### src/inc/iafs_pkg.sv
// package of constants for the indirect access function select block
`default_nettype none
package iafs_pkg;
    // ------------------------------------------------------------
    // control register 0 field layout
    // ------------------------------------------------------------
    localparam int ADDR_HI_LSB = 0;   // indirect address [9:8]
    localparam int ADDR_HI_MSB = 1;
    localparam int TSEL_LSB = 2;      // table select / address [11:10]
    localparam int TSEL_MSB = 3;
    localparam int DIR_BIT = 4;       // read high, write low
    localparam int FSEL_LSB = 5;      // function select
    localparam int FSEL_MSB = 7;
    localparam logic [7:0] CTRL0_RESET = 8'h00;
    localparam logic [7:0] CTRL1_RESET = 8'h00;

    // ------------------------------------------------------------
    // launched operation outputs after reset
    // ------------------------------------------------------------
    localparam logic OP_START_RESET = 1'h0;
    localparam logic OP_READ_RESET = 1'h0;     // write direction
    localparam logic [1:0] OP_TSEL_RESET = 2'h0;
    localparam logic OP_TMODE_RESET = 1'h1;    // table mode
    localparam logic [11:0] OP_ADDR_RESET = 12'h000;

    // ------------------------------------------------------------
    // function select codes
    // ------------------------------------------------------------
    localparam logic [2:0] FSEL_TABLE = 3'h0;
    localparam logic [2:0] FSEL_EEE = 3'h1;
    localparam logic [2:0] FSEL_FILTER = 3'h2;
    localparam logic [2:0] FSEL_RSVD = 3'h3;
    localparam logic [2:0] FSEL_WAKE = 3'h4;
    localparam logic [2:0] FSEL_CABLE = 3'h5;

    // ------------------------------------------------------------
    // target one-hot encoding
    // ------------------------------------------------------------
    typedef enum logic [5:0] {
        IAFS_TGT_NONE = 6'h00,
        IAFS_TGT_TABLE = 6'h01,
        IAFS_TGT_EEE = 6'h02,
        IAFS_TGT_FILTER = 6'h04,
        IAFS_TGT_WAKE = 6'h08,
        IAFS_TGT_CABLE = 6'h10,
        IAFS_TGT_RSVD = 6'h20
    } iafs_target_t;

    // table select codes in table mode
    localparam logic [1:0] TBL_STATIC = 2'h0;
    localparam logic [1:0] TBL_VLAN = 2'h1;
    localparam logic [1:0] TBL_DYNAMIC = 2'h2;
    localparam logic [1:0] TBL_MIB = 2'h3;
endpackage
`default_nettype wire

### src/iafs_decode.sv
// combinational decode of function select into target and address
`timescale 1ns/100ps
`default_nettype none
module iafs_decode (
    // control register fields
    input wire logic [7:0] ctrl0,
    input wire logic [7:0] ctrl1,
    // decoded view
    output iafs_pkg::iafs_target_t target,
    output logic [1:0] table_sel,
    output logic table_mode,
    output logic [11:0] ind_addr
);
    logic [2:0] fsel;
    assign fsel = ctrl0[iafs_pkg::FSEL_MSB:iafs_pkg::FSEL_LSB];

    // bits [3:2] pick a table only in table mode
    always_comb begin
        table_mode = (fsel == iafs_pkg::FSEL_TABLE);
        if (table_mode) begin
            table_sel = ctrl0[iafs_pkg::TSEL_MSB:iafs_pkg::TSEL_LSB];
            ind_addr = {2'h0,
                ctrl0[iafs_pkg::ADDR_HI_MSB:iafs_pkg::ADDR_HI_LSB], ctrl1};
        end else begin
            table_sel = 2'h0;
            // bits [3:2] become address msbs; [11:8] port, [7:0] pointer
            ind_addr = {ctrl0[iafs_pkg::TSEL_MSB:iafs_pkg::ADDR_HI_LSB],
                ctrl1};
        end
    end

    // function select to target
    always_comb begin
        unique case (fsel)
            iafs_pkg::FSEL_TABLE: target = iafs_pkg::IAFS_TGT_TABLE;
            iafs_pkg::FSEL_EEE: target = iafs_pkg::IAFS_TGT_EEE;
            iafs_pkg::FSEL_FILTER: target = iafs_pkg::IAFS_TGT_FILTER;
            iafs_pkg::FSEL_RSVD: target = iafs_pkg::IAFS_TGT_RSVD;
            iafs_pkg::FSEL_WAKE: target = iafs_pkg::IAFS_TGT_WAKE;
            iafs_pkg::FSEL_CABLE: target = iafs_pkg::IAFS_TGT_CABLE;
            default: target = iafs_pkg::IAFS_TGT_NONE;
        endcase
    end
endmodule
`default_nettype wire

### src/iafs_ctrl.sv
// indirect access control register bank with function select decode
// Function
// - function zero: bits 3:2 select table
// - nonzero function: bits 3:2 are address msbs
// - function one: energy registers, port and pointer
// - function two: filter rules, port and pointer
// - function four wake-up; three reserved, unwritten
// - function five: cable diagnosis path
// - write of low address launches operation
// - bit four: one read, zero write
`timescale 1ns/100ps
`default_nettype none
module iafs_ctrl (
    // clock and reset
    input wire logic ref_clk,
    input wire logic rst,
    // host register writes (same clock domain)
    input wire logic ctrl0_wr,
    input wire logic ctrl1_wr,
    input wire logic [7:0] wr_data,
    // register readback
    output logic [7:0] ctrl0,
    output logic [7:0] ctrl1,
    // launched operation
    output logic op_start,
    output logic op_read,
    output iafs_pkg::iafs_target_t op_target,
    output logic [1:0] op_table_sel,
    output logic op_table_mode,
    output logic [11:0] op_addr,
    // live decode
    output iafs_pkg::iafs_target_t cur_target
);
    // ------------------------------------------------------------
    // field helpers
    // ------------------------------------------------------------
    // function select field of a control register 0 byte
    function automatic logic [2:0] fsel_of(input logic [7:0] c);
        return c[iafs_pkg::FSEL_MSB:iafs_pkg::FSEL_LSB];
    endfunction

    // direction bit of a control register 0 byte, high for read
    function automatic logic dir_of(input logic [7:0] c);
        return c[iafs_pkg::DIR_BIT];
    endfunction

    // table select or address [11:10] field
    function automatic logic [1:0] tsel_of(input logic [7:0] c);
        return c[iafs_pkg::TSEL_MSB:iafs_pkg::TSEL_LSB];
    endfunction

    // address [9:8] field
    function automatic logic [1:0] addr_hi_of(input logic [7:0] c);
        return c[iafs_pkg::ADDR_HI_MSB:iafs_pkg::ADDR_HI_LSB];
    endfunction

    // ------------------------------------------------------------
    // control registers
    // ------------------------------------------------------------
    logic [2:0] func_sel;
    logic dir_read;
    logic [1:0] tsel_addr;
    logic [1:0] addr_hi;
    logic [7:0] next_ctrl0;
    logic [7:0] next_ctrl1;
    iafs_pkg::iafs_target_t dec_target;
    logic [1:0] dec_table_sel;
    logic dec_table_mode;
    logic [11:0] dec_addr;
    iafs_pkg::iafs_target_t live_target;

    // function select field, zero after reset selects table mode
    always_ff @(posedge ref_clk) begin
        if (rst) begin
            func_sel <= fsel_of(iafs_pkg::CTRL0_RESET);
        end else if (ctrl0_wr) begin
            func_sel <= fsel_of(wr_data);
        end
    end

    // direction bit, zero after reset means write
    always_ff @(posedge ref_clk) begin
        if (rst) begin
            dir_read <= dir_of(iafs_pkg::CTRL0_RESET);
        end else if (ctrl0_wr) begin
            dir_read <= dir_of(wr_data);
        end
    end

    // table select or address [11:10] field
    always_ff @(posedge ref_clk) begin
        if (rst) begin
            tsel_addr <= tsel_of(iafs_pkg::CTRL0_RESET);
        end else if (ctrl0_wr) begin
            tsel_addr <= tsel_of(wr_data);
        end
    end

    // address [9:8] field
    always_ff @(posedge ref_clk) begin
        if (rst) begin
            addr_hi <= addr_hi_of(iafs_pkg::CTRL0_RESET);
        end else if (ctrl0_wr) begin
            addr_hi <= addr_hi_of(wr_data);
        end
    end

    // control register 1 holds address low byte
    always_ff @(posedge ref_clk) begin
        if (rst) begin
            ctrl1 <= iafs_pkg::CTRL1_RESET;
        end else if (ctrl1_wr) begin
            ctrl1 <= wr_data;
        end
    end

    // ------------------------------------------------------------
    // register readback
    // ------------------------------------------------------------
    // fields packed back at their register positions
    always_comb begin
        ctrl0[iafs_pkg::FSEL_MSB:iafs_pkg::FSEL_LSB] = func_sel;
        ctrl0[iafs_pkg::DIR_BIT] = dir_read;
        ctrl0[iafs_pkg::TSEL_MSB:iafs_pkg::TSEL_LSB] = tsel_addr;
        ctrl0[iafs_pkg::ADDR_HI_MSB:iafs_pkg::ADDR_HI_LSB] = addr_hi;
    end

    // ------------------------------------------------------------
    // decode
    // ------------------------------------------------------------
    // decode sees the byte being written so the launch uses it
    assign next_ctrl1 = ctrl1_wr ? wr_data : ctrl1;

    // decode of the values an operation launches with
    iafs_decode u_decode (
        .ctrl0(ctrl0),
        .ctrl1(next_ctrl1),
        .target(dec_target),
        .table_sel(dec_table_sel),
        .table_mode(dec_table_mode),
        .ind_addr(dec_addr)
    );

    // live decode follows the value control register 0 is taking
    assign next_ctrl0 = ctrl0_wr ? wr_data : ctrl0;

    // second decode, only its target is used
    iafs_decode u_live (
        .ctrl0(next_ctrl0),
        .ctrl1(ctrl1),
        .target(live_target),
        .table_sel(),
        .table_mode(),
        .ind_addr()
    );

    // live target held in a flop, table after reset
    always_ff @(posedge ref_clk) begin
        if (rst) begin
            cur_target <= iafs_pkg::IAFS_TGT_TABLE;
        end else begin
            cur_target <= live_target;
        end
    end

    // ------------------------------------------------------------
    // operation launch
    // ------------------------------------------------------------
    // one-cycle start pulse after the low address write
    always_ff @(posedge ref_clk) begin
        if (rst) begin
            op_start <= iafs_pkg::OP_START_RESET;
        end else begin
            op_start <= ctrl1_wr;
        end
    end

    // direction of the launched operation, from bit four
    always_ff @(posedge ref_clk) begin
        if (rst) begin
            op_read <= iafs_pkg::OP_READ_RESET;
        end else if (ctrl1_wr) begin
            op_read <= dir_of(ctrl0);
        end
    end

    // target captured at the launching write
    always_ff @(posedge ref_clk) begin
        if (rst) begin
            op_target <= iafs_pkg::IAFS_TGT_TABLE;
        end else if (ctrl1_wr) begin
            op_target <= dec_target;
        end
    end

    // table select captured at the launching write
    always_ff @(posedge ref_clk) begin
        if (rst) begin
            op_table_sel <= iafs_pkg::OP_TSEL_RESET;
        end else if (ctrl1_wr) begin
            op_table_sel <= dec_table_sel;
        end
    end

    // table mode flag captured at the launching write
    always_ff @(posedge ref_clk) begin
        if (rst) begin
            op_table_mode <= iafs_pkg::OP_TMODE_RESET;
        end else if (ctrl1_wr) begin
            op_table_mode <= dec_table_mode;
        end
    end

    // indirect address captured at the launching write
    always_ff @(posedge ref_clk) begin
        if (rst) begin
            op_addr <= iafs_pkg::OP_ADDR_RESET;
        end else if (ctrl1_wr) begin
            op_addr <= dec_addr;
        end
    end
endmodule
`default_nettype wire

### config.mk
export PLATFORM = sky130hd
export DESIGN_NAME = iafs_ctrl
export DESIGN_NICKNAME = d
export VERILOG_FILES = /design/src/inc/iafs_pkg.sv /design/src/iafs_decode.sv /design/src/iafs_ctrl.sv
export SDC_FILE = /design/constraint.sdc
export NUM_CORES = 1
export LEC_CHECK = 0
export ABC_CLOCK_PERIOD_IN_PS = 2850
export BUFFER_PORTS_ARGS = -buffer_cell sky130_fd_sc_hd__buf_2
export CAP_MARGIN = 20
export CORE_MARGIN = 2
export CORE_UTILIZATION = 25
export CTS_CLUSTER_SIZE = 14
export DETAILED_ROUTE_END_ITERATION = 8
export HOLD_SLACK_MARGIN = 0.08
export SLEW_MARGIN = 10
export SYNTH_ARGS = -nofsm -noshare
export SYNTH_HDL_FRONTEND = slang
export SYNTH_SLANG_ARGS = --single-unit
### constraint.sdc
create_clock -name ref_clk -period 2.85 [get_ports ref_clk]
set_clock_uncertainty 0.15 [all_clocks]
set_input_delay 0.1425 -clock ref_clk [delete_from_list [all_inputs] [get_ports ref_clk]]
set_output_delay 0.1425 -clock ref_clk [all_outputs]
set_load 0.005 [all_outputs]
== Word-level counts from Yosys, hierarchy flattened ==
Cells that the tools add are included.

* Reduce and logical (&&, ||, !) cells: 2
* Equal/unequal tests: 10
* Multiplexer cells: 5

{| class="wikitable"
|+ Operators with widths
! operator !! count
|-
| $pmux W6 S6 || 2
|-
| $eq A3 B2 Y1 const B || 4
|-
| $eq A3 B3 Y1 const B || 4
|-
| $mux W12 || 1
|-
| $mux W8 || 1
|-
| $eq A3 B1 Y1 const B || 2
|-
| $logic_not A3 Y1 || 2
|-
| $mux W2 || 1
|}

* Output and inout port bits: 45
* Logic and storage cells: 29
* Bits in registers: 45

== Logic depth before layout (Yosys ltp) ==
Gate-level depths: netlist (run 1).

* Depth after elaboration: 3
* Mapped depth: 4

== Cells and area by module ==
A second synthesis (run 1) with hierarchy kept.

* Cell total of the unflattened synthesis: 187
* Area, all modules: 2059.5 µm²

{| class="wikitable"
|+ Modules (own cells, without submodules)
! module !! area each (µm²) !! sequential area each (µm²) !! instances !! cells each
|-
| iafs_ctrl || 1651.6 || 900.9 || 1 || 139
|-
| iafs_decode || 203.9 || 0.0 || 2 || 24
|}

== Least setup slack after synthesis (run 1) ==
Ideal clock, no wire load.

* Kind: register -> register
* Start point: register func_sel[1]
* End point: register cur_target[4]
* Slack: 1.579 ns
* Required time: 2.630 ns
* Clock period less this slack: 1.271 ns
* Arrival time: 1.051 ns
* Stages on the path, launching flop included: 4
* Buffers on the path: 1
* Cells stage by stage: dfxtp_1 > buf_6 > or4b_4 > a21oi_1

* Longest elaborated chain between the ends: 3

{| class="wikitable"
|+ RTL lines
! item !! line !! RTL
|-
| start: declaration || iafs_ctrl.sv:60 || <nowiki>logic [2:0] func_sel;</nowiki>
|-
| start signal: assignment || iafs_ctrl.sv:75 || <nowiki>func_sel <= fsel_of(iafs_pkg::CTRL0_RESET);</nowiki>
|-
| start signal: assignment || iafs_ctrl.sv:77 || <nowiki>func_sel <= fsel_of(wr_data);</nowiki>
|-
| $mux W8 * || iafs_ctrl.sv:145 || <nowiki>assign next_ctrl0 = ctrl0_wr ? wr_data : ctrl0;</nowiki>
|-
| $eq A3 B3 Y1 (tied with other cells) || iafs_decode.sv:34 || <nowiki>unique case (fsel)</nowiki>
|-
| $pmux W6 S6 * || iafs_decode.sv:34 ||
|-
| end signal: assignment || iafs_ctrl.sv:160 || <nowiki>cur_target <= iafs_pkg::IAFS_TGT_TABLE;</nowiki>
|-
| end signal: assignment || iafs_ctrl.sv:162 || <nowiki>cur_target <= live_target;</nowiki>
|-
| end: declaration || iafs_ctrl.sv:32 || <nowiki>output iafs_pkg::iafs_target_t cur_target</nowiki>
|}

Every way passes the cells marked *; elsewhere a longest branch is shown, timed or not.
A chain may end at the register's enable or synchronous reset.

== Worst setup path after layout (run 1) ==
* Start point: register func_sel[2]
* End point: register cur_target[3]

Same word-level chain as after synthesis.

==> impl_results.md, run 1 <==
* Area Overhead vs Synth at 26.7%
* Synthesized area per cell at about 10 um2
* CP bufs+invs at 0
* Switching Share at 0.230
* Netlist cell types at 25
* Syn Std Cell Area at 1460 um2
* Ys Warns at 0
* CP max FO at 13
* FF/Latch Area at 721 um2
* Crit-path leading delay family: flip-flops
* TNS Setup at 0 ps
* Psw at 0.240 mW
* Worst reg2reg path endpoint: cur_target[3]$_SDFF_PP0_
* Placer's final routability congestion estimate at a little under 0.7
* Cell taking the most area after synthesis: dfxtp_1
* Clock Power Share at 0.365
* Crit path largest cell delay at 530 ps
* Setup Crit Path Kind: flip-flop to flip-flop
* Initial Utilization at 0.262
* Logic pwr share at 0.113
* Final net count at 201
* PortBufs at between 50 and 60
* Post-synthesis sequential area ratio at 0.494
* Multi-input gate area at 566 um2
* DR iter-0 viols at between 70 and 80
* Die H at between 80 and 90 um
* CTS Sinks at 36
* Startpoint types: flip-flop
* Internal power at 0.803 mW
* Initial antenna violation count at 0
* Slew headroom at 0.570
* Vias in the first global route at 950
* Yosys reg bits at 36
* Via/cell ratio at 4.11
* Routed wire length per instance at ~12 um
* DP HPWL at 2130 um
* Most frequent cells in the layout: buf_2 (56), dfxtp_1 (36), mux2i_1 (19), nor2_1 (19), dlygate4sd3_1 (8)
* Setup violations, final at 0
* Vias at 1073
* Ports at 57
* Synth top area cells: dfxtp_1 (49%), mux2i_1 (13%), buf_4 (7.2%)
* Hold-critical path endpoint: tsel_addr[0]$_SDFFE_PP0P_
* Layout Cell Area excl Fill at 1850 um2
* Die W at 80.4 um
* Total Power at 1.04 mW
* Drt total wl at 3170 um
* Clock tree buffer depth at 2
* Slowest CP cell: dfxtp_1
* Least-Margin Pin Slew at 644 ps
* Final Max Tran Viols at 0
* Top-area cell type share of the netlist area at 0.494
* CORE AREA at 5570 um2
* CTS tree: yes
* Fin util at 0.332
* Worst min-delay path category: primary input to flip-flop
* Pwr per Cell Area at around 560 nW/um2
* Htree depth at 2
* Syn Nets at ~150
* Hold WS at between 150 and 200 ps
* Placed Area at 1670 um2
* R2R cell count at 2
* Reg-to-reg critical path startpoint: func_sel[2]$_SDFFE_PP0P_
* Flop pwr share at 0.522
* Die Area at approximately 6500 um2
* MaxCap Viol Count at 0
* Hold Vio Cnt, Final at 0
* Crit. Startpoint: func_sel[2]$_SDFFE_PP0P_
* Total CTS buffers at 5
* Clk_lat worst skew at 280 ps
* Arrival @ worst endpoint at 1450 ps
* CTS root buf: clkbuf_8
* # rows at 27
* P_leak at between 0.8 and 0.9 nW
* VDD IR-drop max at around 0.00025 V
* First-pass GRT wire length at 4960 um
* Total GRT Usage at 0.103
* Stages on the worst setup path at 2
* CP endpoint kind: flip-flop
* Initial DRT Pass Iterations at 4
* Setup slack, reg-to-reg at 1460 ps
* Worst-path clk slew at 70 ps
* DRT antenna net count at 0
* Largest net degree at the start of global routing at 39
* Commonest non-fill, non-tap cell in the layout: buf_2
* Drt drc at 0
* Post-layout minimum cycle time at around 1400 ps
* Number of diodes at 0
* Cell depth of the worst hold path at 3
* Tcrit/Tclk final at 0.488
* Worst EP required at 2910 ps
* Outcome: finished clean
* GR Overflow Total at 0
* Achievable Freq at 719 MHz
* Layout cells sized above 1 at 0.339
* Min-delay src: ctrl0_wr
* RSZ-0062 raised after global routing: false
* Cells after Synth at 141
* CP cell instances: or4b_4 > a21boi_1
* Fillers at between 500 and 600
registers in the layout, summed over array words and instances, names as in the netlist:
| register | count |
|---|---|
| cur_target | 6 |
| op_target | 5 |
| op_addr | 5 |
| op_start | 1 |
| op_table_mode | 1 |
| ctrl1 | 7 |
| op_read | 1 |
| op_table_sel | 2 |
| addr_hi | 2 |
| func_sel | 3 |
| dir_read | 1 |
| tsel_addr | 2 |
logic make-up after synthesis:
group / share of synthesized area
AND/OR/NAND/NOR: 0.182
buffers and inverters: 0.118
multiplexers: 0.130
AO/OA/AOI/OAI: 0.0755
flip-flops: 0.494
synthesized netlist by cell type:
library cell	number
dfxtp_1	36
a211o_1	2
nand4bb_1	5
buf_6	2
clkbuf_2	1
nand4b_1	2
clkbuf_1	4
buf_4	14
nor3_1	2
a211oi_1	1
inv_1	4
nand3b_1	2
or4b_1	1
or3b_1	1
a21boi_1	2
nor2b_1	2
nor4_1	1
a21oi_1	7
buf_2	2
o32ai_1	4
or4b_4	1
mux2i_1	19
nor2_1	19
or3_1	2
nand2b_1	5
worst max path at each step:
stage | end
after floorplan | cur_target[4]$_SDFF_PP0_
after global placement | cur_target[1]$_SDFF_PP0_
after detailed placement | cur_target[3]$_SDFF_PP0_
after CTS | cur_target[3]$_SDFF_PP0_
after global routing | cur_target[4]$_SDFF_PP0_
final | cur_target[3]$_SDFF_PP0_
worst min-delay path, delay by kind of cell:
family | cells | cell delay, ps
buffers and inverters | 1 | 220
muxes | 1 | 150
and+or+nand+nor | 1 | 70
area by class of cell:
type / count / share of cell area
clock buffers: 7 / 0.0521
inverters: 4 / 0.00812
multi-input cells: 78 / 0.306
flip-flops and latches: 36 / 0.390
well taps: 72 / 0.0487
repair buffers: 64 / 0.195
layer usage:
metal / vias up / wire length [um] / track usage
met3: 5 / 245 / 0.0427
met4: 0 / 46 / 0.0458
met5: - / 0 / 0
met1: 463 / 1480 / 0.130
li1: 571 / - / -
met2: 34 / 1400 / 0.151
power groups by stage:
stage          combinational, mW  clock, mW  sequential [mW]
3_3_place_gp               0.111          0            0.555
6_report                   0.118      0.381            0.544
5_1_grt                    0.131      0.413            0.548
3_5_place_dp               0.110          0            0.556
4_1_cts                    0.119      0.395            0.545
2_1_floorplan             0.0813          0            0.552
stage by stage:
stage               setup slack [ps]  cells
finish                          1460    261
global route                    1400    261
CTS                             1450    261
detailed placement              1470    246
global placement                1480    246
floorplan                       1580    141
what timing repair did:
| item | in CTS | in global routing |
|---|---|---|
| setup endpoints to repair | 0 | 0 |
| buffers inserted | 0 | 0 |
| hold endpoints to repair | 19 | 0 |
| resized for setup | 0 | 0 |
| hold buffers | 8 | 0 |
No activity file was read; power rests on OpenSTA's default activity.
==> inputs of run 2 (changes only) <==
- ABC_CLOCK_PERIOD_IN_PS: 2850 -> 1200
- clock period: 2.85 -> 1.2 ns (I/O delays scaled with it)
==> run 2 against run 1 <==
Effect of this change:
- the run now ends with negative hold slack, negative setup slack left
- register-to-register slack worse by 1500 ps
- core utilization rose by 2.8 points
- sequential power is 140% higher
- fmax increased by 11%
==> impl_results.md, run 2 (synthesis results as in run 1) <==
* Outcome: finished with violations (was finished clean)
* Failing checks: negative hold slack, negative setup slack
* Vias at 1158 (was 1073)
* DRT antenna net count at 0 (unchanged)
* MaxCap Viol Count at 0 (unchanged)
* Initial DRT Pass Iterations at 4 (unchanged)
* Largest register by flop count: ctrl1 (unchanged)
* Die Area at 6460 um2 (unchanged)
* Final Max Tran Viols at 0 (unchanged)
* CTS Sinks at 36 (unchanged)
* Worst min-delay path category: primary input to flip-flop (unchanged)
* Setup slack, reg-to-reg at -60 ps (was 1460 ps)
* RSZ-0062 raised after global routing: true (was false)
* VDD IR-drop max at 0.000661 V (was 0.000254 V)
* # rows at 27 (unchanged)
* Biggest regs: ctrl1 x7, cur_target x6 (unchanged)
* Worst-path clk slew at 70 ps (about the same)
* CTS root buf: clkbuf_8 (unchanged)
* Placer's final routability congestion estimate at 0.802 (was 0.684)
* Worst EP required at 1270 ps (was 2910 ps)
* Startpoint types: flip-flop (unchanged)
* Least-Margin Pin Slew at 358 ps (was 644 ps)
* DP HPWL at 2330 um (was 2130 um)
* Initial antenna violation count at 0 (unchanged)
* Vias in the first global route at 1059 (was 950)
* Clk_lat worst skew at 280 ps (about the same)
* Drt total wl at 3330 um (was 3170 um)
* Fillers at 588 (was 592)
* Setup violations, final at 4 (was 0)
* Ports at 57 (unchanged)
* P_leak at 0.941 nW (was 0.864 nW)
* Commonest non-fill, non-tap cell in the layout: buf_2 (unchanged)
* Routed wire length per instance at 12.1 um (about the same)
* Area Overhead vs Synth at 37.2% (was 26.7%)
* Cell depth of the worst hold path at 3 (unchanged)
* Htree depth at 2 (unchanged)
* Hold WS at -45.5 ps (was 194 ps)
* Total CTS buffers at 5 (unchanged)
* Final net count at 215 (was 201)
* Via/cell ratio at 4.20 (was 4.11)
* CP max FO at 9 (was 13)
* Most frequent cells in the layout: buf_2 (56), dfxtp_1 (33), mux2i_1 (19), nor2_1 (19) (was buf_2 (56), dfxtp_1 (36), mux2i_1 (19), nor2_1 (19), dlygate4sd3_1 (8))
* Worst setup margin at -55.3 ps (was 1460 ps)
* Hold Vio Cnt, Final at 6 (was 0)
* Total GRT Usage at 0.109 (was 0.103)
* Total Power at 2.51 mW (was 1.04 mW)
* Worst reg2reg path endpoint: cur_target[1]$_SDFF_PP0_ (was cur_target[3]$_SDFF_PP0_)
* CORE AREA at 5570 um2 (unchanged)
* GR Overflow Total at 0 (unchanged)
* Initial Utilization at 0.262 (unchanged)
* Die H at 80.4 um (unchanged)
* Reg-to-reg critical path startpoint: func_sel[2]$_SDFFE_PP0P_ (unchanged)
* Die W at 80.4 um (unchanged)
* Achievable Freq at 797 MHz (was 719 MHz)
* R2R cell count at 2 (unchanged)
* Tcrit/Tclk final at 1.05 (was 0.488)
* First-pass GRT wire length at 5260 um (was 4960 um)
* CP endpoint kind: flip-flop (unchanged)
* Clock tree buffer depth at 2 (unchanged)
* Setup Crit Path Kind: flip-flop to flip-flop (unchanged)
* Largest net degree at the start of global routing at 37 (was 39)
* Arrival @ worst endpoint at 1330 ps (was 1450 ps)
* CTS tree: yes (unchanged)
* Pwr per Cell Area at 1250 nW/um2 (was 564 nW/um2)
* Layout cells sized above 1 at 0.407 (was 0.339)
* Slew headroom at 0.754 (was 0.570)
* Drt drc at 0 (unchanged)
* Hold-critical path endpoint: cur_target[2]$_SDFF_PP0_ (was tsel_addr[0]$_SDFFE_PP0P_)
* Min-delay src: wr_data[7] (was ctrl0_wr)
* Setup Buffers After CTS at 0 (unchanged)
* PortBufs at 56 (unchanged)
* Number of diodes at 0 (unchanged)
* Crit. Startpoint: func_sel[2]$_SDFFE_PP0P_ (unchanged)
* DR iter-0 viols at 77 (was 75)
* Post-layout minimum cycle time at 1260 ps (was 1390 ps)
* Max FFs per register at 7 (unchanged)
[run 2: cell count changes in the layout (fill, tap and decap cells not counted), moves of 2 or more]
cell           change
buf_4             +10
dfxtp_1            -3
a21boi_1           -2
a21boi_2           +2
a21oi_1            -2
a21oi_2            +2
buf_12             +2
clkbuf_1           +2
dfxtp_2            +2
dlygate4sd3_1      +2
[run 2: area by class of cell]
type | count | area, um2 | share of cell area
Multi-Input combinational cell | 78 | 584 | 0.292
Sequential cell | 36 | 727 | 0.363
Tap cell | 72 | 90.1 | 0.0450
Clock buffer | 8 | 90.1 | 0.0450
Inverter | 4 | 15.0 | 0.00750
Timing Repair Buffer | 78 | 495 | 0.247
[run 2: timing repair]
action / 4_1_cts / 5_1_grt
endpoints found under the hold margin: 34 / 17
hold buffers: 9 / 1
resized for setup: 1 / 6
pin swaps: 0 / 1
endpoints found under the setup margin: 6 / 7
gates cloned: 0 / 0
[run 2: through the flow]
step | util | TNS (ps) | std cells | setup WS [ps] | area, um2
final | 0.359 | -155 | 276 | -55.3 | 2000
after global routing | 0.359 | -279 | 276 | -93.6 | 2000
after CTS | 0.354 | -155 | 275 | -50.3 | 1970
after detailed placement | 0.321 | -175 | 258 | -75.8 | 1790
after global placement | 0.321 | -54.3 | 258 | -30.6 | 1790
after floorplan | - | -130 | 141 | -65.4 | 1470
[run 2: routing by layer]
metal	vias to the layer above	track usage	part of all wire
met4	0	0.0559	0.017
li1	597	-	-
met1	518	0.136	0.45
met3	7	0.0326	0.058
met2	36	0.168	0.47
met5	-	0	0
[run 2: how the worst max path moves through the flow]
| stage | cells after the start | to |
|---|---|---|
| final | 2 | cur_target[1]$_SDFF_PP0_ |
| after floorplan | 3 | cur_target[4]$_SDFF_PP0_ |
| after global routing | 2 | cur_target[1]$_SDFF_PP0_ |
| after global placement | 2 | cur_target[5]$_SDFF_PP0_ |
| after detailed placement | 2 | cur_target[1]$_SDFF_PP0_ |
| after CTS | 2 | cur_target[1]$_SDFF_PP0_ |
[run 2: worst max-delay path, cell delays in order (launching register included)]
cell	delay, ps
dfxtp_4	370
or4b_4	530
a21boi_2	140
[run 2: where the power goes]
group	internal, mW	switching [mW]
Sequential	1.25	0.0375
Combinational	0.190	0.152
Clock	0.468	0.409
==> inputs of run 3 (changes only) <==
- ABC_AREA: unset -> 1
==> run 3 against run 2 <==
Effect of this change:
- the run ends with negative hold slack left
- hold slack better by 30 ps
- setup slack better by 140 ps
- flip-flop and latch count unchanged
- combinational power down 2%
- global-route usage up 1.2 points
- critical path depth up 6
- sequential power about the same
- die area down 5.3%
- core utilization down 1.6 points
- register-to-register slack better by 180 ps
- cell count up 12%
- largest cell class unchanged
==> impl_results.md, run 3 <==
* Top-area cell type share of the netlist area at 0.523 (was 0.494)
* CP cell instances: dlygate4sd3_1 > buf_2 > inv_1 > nand2_1 > nand2_2 > inv_2 > nand2_1 > nor2_1 (was or4b_4 > a21boi_2)
* Placer's final routability congestion estimate at 0.808 (was 0.802)
* Vias in the first global route at 1195 (was 1059)
* Total GRT Usage at 0.121 (was 0.109)
* Htree depth at 2 (unchanged)
* Switching Share at 0.255 (was 0.239)
* Number of diodes at 0 (unchanged)
* Least-Margin Pin Slew at 363 ps (was 358 ps)
* Crit path largest cell delay at 530 ps (about the same)
* Initial Utilization at 0.255 (was 0.262)
* Post-synthesis sequential area ratio at 0.523 (was 0.494)
* Psw at 0.643 mW (was 0.599 mW)
* Startpoint types: primary input (was flip-flop)
* Setup violations, final at 0 (was 4)
* Largest net degree at the start of global routing at 18 (was 37)
* DR iter-0 viols at 82 (was 77)
* Synthesized area per cell at 7.83 um2 (was 10.3 um2)
* Failing checks: negative hold slack (was negative hold slack, negative setup slack)
* Layout cells sized above 1 at 0.325 (was 0.407)
* Hold WS at -15.6 ps (was -45.5 ps)
* Cell taking the most area after synthesis: dfxtp_1 (unchanged)
* CTS tree: yes (unchanged)
* Drt drc at 0 (unchanged)
* Most frequent cells in the layout: buf_2 (56), nor2_1 (37), dfxtp_1 (34), nand2_1 (27), o21ai_0 (20) (was buf_2 (56), dfxtp_1 (33), mux2i_1 (19), nor2_1 (19))
* Total Power at 2.52 mW (was 2.51 mW)
* Synth top area cells: dfxtp_1 (52%), nor2_1 (11%), nand2_1 (7.4%) (was dfxtp_1 (49%), mux2i_1 (13%), buf_4 (7.2%))
* CP endpoint kind: flip-flop (unchanged)
* Internal power at 1.88 mW (was 1.91 mW)
* Flop pwr share at 0.519 (was 0.514)
* Clock Power Share at 0.349 (was 0.350)
* Crit. Startpoint: wr_data[5] (was func_sel[2]$_SDFFE_PP0P_)
* Area Overhead vs Synth at 34.7% (was 37.2%)
* CTS root buf: clkbuf_8 (unchanged)
* Vias at 1252 (was 1158)
* Clock tree buffer depth at 2 (unchanged)
* Worst EP required at 1240 ps (was 1270 ps)
* Drt total wl at 3460 um (was 3330 um)
* CTS Sinks at 36 (unchanged)
* Routed wire length per instance at 11.2 um (was 12.1 um)
* GR Overflow Total at 0 (unchanged)
* Fraction of registers with async set/reset at 0 (unchanged)
* Final net count at 248 (was 215)
* Initial DRT Pass Iterations at 4 (unchanged)
* Post-synth EDFFs at 0 (unchanged)
* Setup Crit Path Kind: primary input to flip-flop (was flip-flop to flip-flop)
* MaxCap Viol Count at 0 (unchanged)
* Largest register by flop count: ctrl1 (unchanged)
* CORE AREA at 5410 um2 (was 5570 um2)
* Slew headroom at 0.757 (was 0.754)
* Pwr per Cell Area at 1360 nW/um2 (was 1250 nW/um2)
* Tcrit/Tclk final at 0.927 (was 1.05)
* CP max FO at 4 (was 9)
* Outcome: finished with violations (unchanged)
* Clk_lat worst skew at 290 ps (was 280 ps)
* Final Max Tran Viols at 0 (unchanged)
* Ys Warns at 0 (unchanged)
* DRT antenna net count at 0 (unchanged)
* Biggest regs: ctrl1 x7, cur_target x6 (unchanged)
* Max FFs per register at 7 (unchanged)
* Syn Std Cell Area at 1380 um2 (was 1460 um2)
* First-pass GRT wire length at 5780 um (was 5260 um)
* P_leak at 0.945 nW (was 0.941 nW)
* Via/cell ratio at 4.05 (was 4.20)
* Most instantiated cells after synthesis: nor2_1 (39), dfxtp_1 (36), nand2_1 (27) (was dfxtp_1 (36), mux2i_1 (19), nor2_1 (19))
* Most common cell on crit path: nand2_1
* Worst-path clk slew at 70 ps (about the same)
* Die H at 78.2 um (was 80.4 um)
* Min-delay src: ctrl1_wr (was wr_data[7])
* Arrival @ worst endpoint at 1150 ps (was 1330 ps)
* Reg-to-reg critical path startpoint: func_sel[2]$_SDFFE_PP0P_ (unchanged)
* Ports at 57 (unchanged)
* Achievable Freq at 899 MHz (was 797 MHz)
* Hold Vio Cnt, Final at 2 (was 6)
* DP HPWL at 2450 um (was 2330 um)
* RSZ-0062 raised after global routing: false (was true)
* Total CTS buffers at 5 (unchanged)
* Post-layout minimum cycle time at 1110 ps (was 1260 ps)
* TNS Setup at 0 ps (was -155 ps)
* VDD IR-drop max at 0.000474 V (was 0.000661 V)
* # rows at 27 (unchanged)
* Yosys reg bits at 36 (unchanged)
* Commonest non-fill, non-tap cell in the layout: buf_2 (unchanged)
* Main flop type after synthesis: dfxtp_1 (unchanged)
* Worst min-delay path category: primary input to flip-flop (unchanged)
* Slowest CP cell: dlygate4sd3_1 (was or4b_4)
* Die Area at 6120 um2 (was 6460 um2)
* Netlist cell types at 16 (was 25)
* Count leader, synth: nor2_1 (was dfxtp_1)
* Initial antenna violation count at 0 (unchanged)
* PortBufs at 56 (unchanged)
* Cells after Synth at 176 (was 141)
* Die W at 78.2 um (was 80.4 um)
* Syn Nets at 188 (was 153)
* Logic pwr share at 0.133 (was 0.137)
-- run 3: area by class of cell --
class                   instances  area (um2)
clock buffers                   6        82.6
clock inverters                 2        10.0
fillers                       602        3550
flip-flops and latches         36         723
inverters                      14        55.1
repair buffers                 73         438
multi-input cells             106         457
well taps                      72        90.1
-- run 3: path summary, 6_finish.rpt --
path,depth (start not counted),to,slack [ps]
worst min register to register,2,op_target[3]$_SDFFE_PP0P_,310
worst max-delay path,8,cur_target[5]$_SDFF_PP0_,90
worst min-delay path,4,op_target[4]$_SDFFE_PP0P_,-20
worst max register to register,5,cur_target[2]$_SDFF_PP0_,120
-- run 3: cell families after synthesis --
| kind of cell | count (synthesis) | synth area share |
|---|---|---|
| simple gates | 75 | 0.215 |
| flops | 36 | 0.523 |
| buf+inv | 34 | 0.149 |
| compound gates | 31 | 0.113 |
-- run 3: power by group through the flow --
stage	Clock [mW]	Combinational (mW)	Sequential (mW)
2_1_floorplan	0	0.195	1.34
3_3_place_gp	0	0.301	1.33
3_5_place_dp	0	0.304	1.33
4_1_cts	0.917	0.335	1.31
5_1_grt	0.979	0.383	1.32
6_report	0.879	0.335	1.31
-- run 3: metrics by stage --
stage | cell area, um2 | setup slack [ps] | util | std cells | hold WS (ps)
after floorplan | 1380 | 193 | - | 176 | 44.9
after CTS | 1840 | 42.3 | 0.340 | 308 | -26.9
after global routing | 1860 | 12.5 | 0.343 | 309 | -6.24
after global placement | 1640 | 132 | 0.303 | 289 | 158
after detailed placement | 1640 | 115 | 0.303 | 289 | 164
final | 1860 | 87.9 | 0.343 | 309 | -15.6
-- run 3: repair_timing --
action / 4_1_cts / 5_1_grt
resized for setup: 0 / 4
buffers inserted: 0 / 0
hold buffers: 11 / 2
endpoints found under the setup margin: 0 / 6
hold endpoints to repair: 29 / 8
-- run 3: layer usage --
layer,track usage,vias to the layer above,wire [um]
li1,-,658,-
met1,0.147,557,1580
met2,0.201,33,1650
met3,0.0379,4,183
met4,0.0421,0,51
met5,0,-,0
-- run 3: critical path: cells and delay by family --
| kind | cells | cell delay, ps |
|---|---|---|
| AND/OR/NAND/NOR | 4 | 310 |
| buffers and inverters | 4 | 770 |
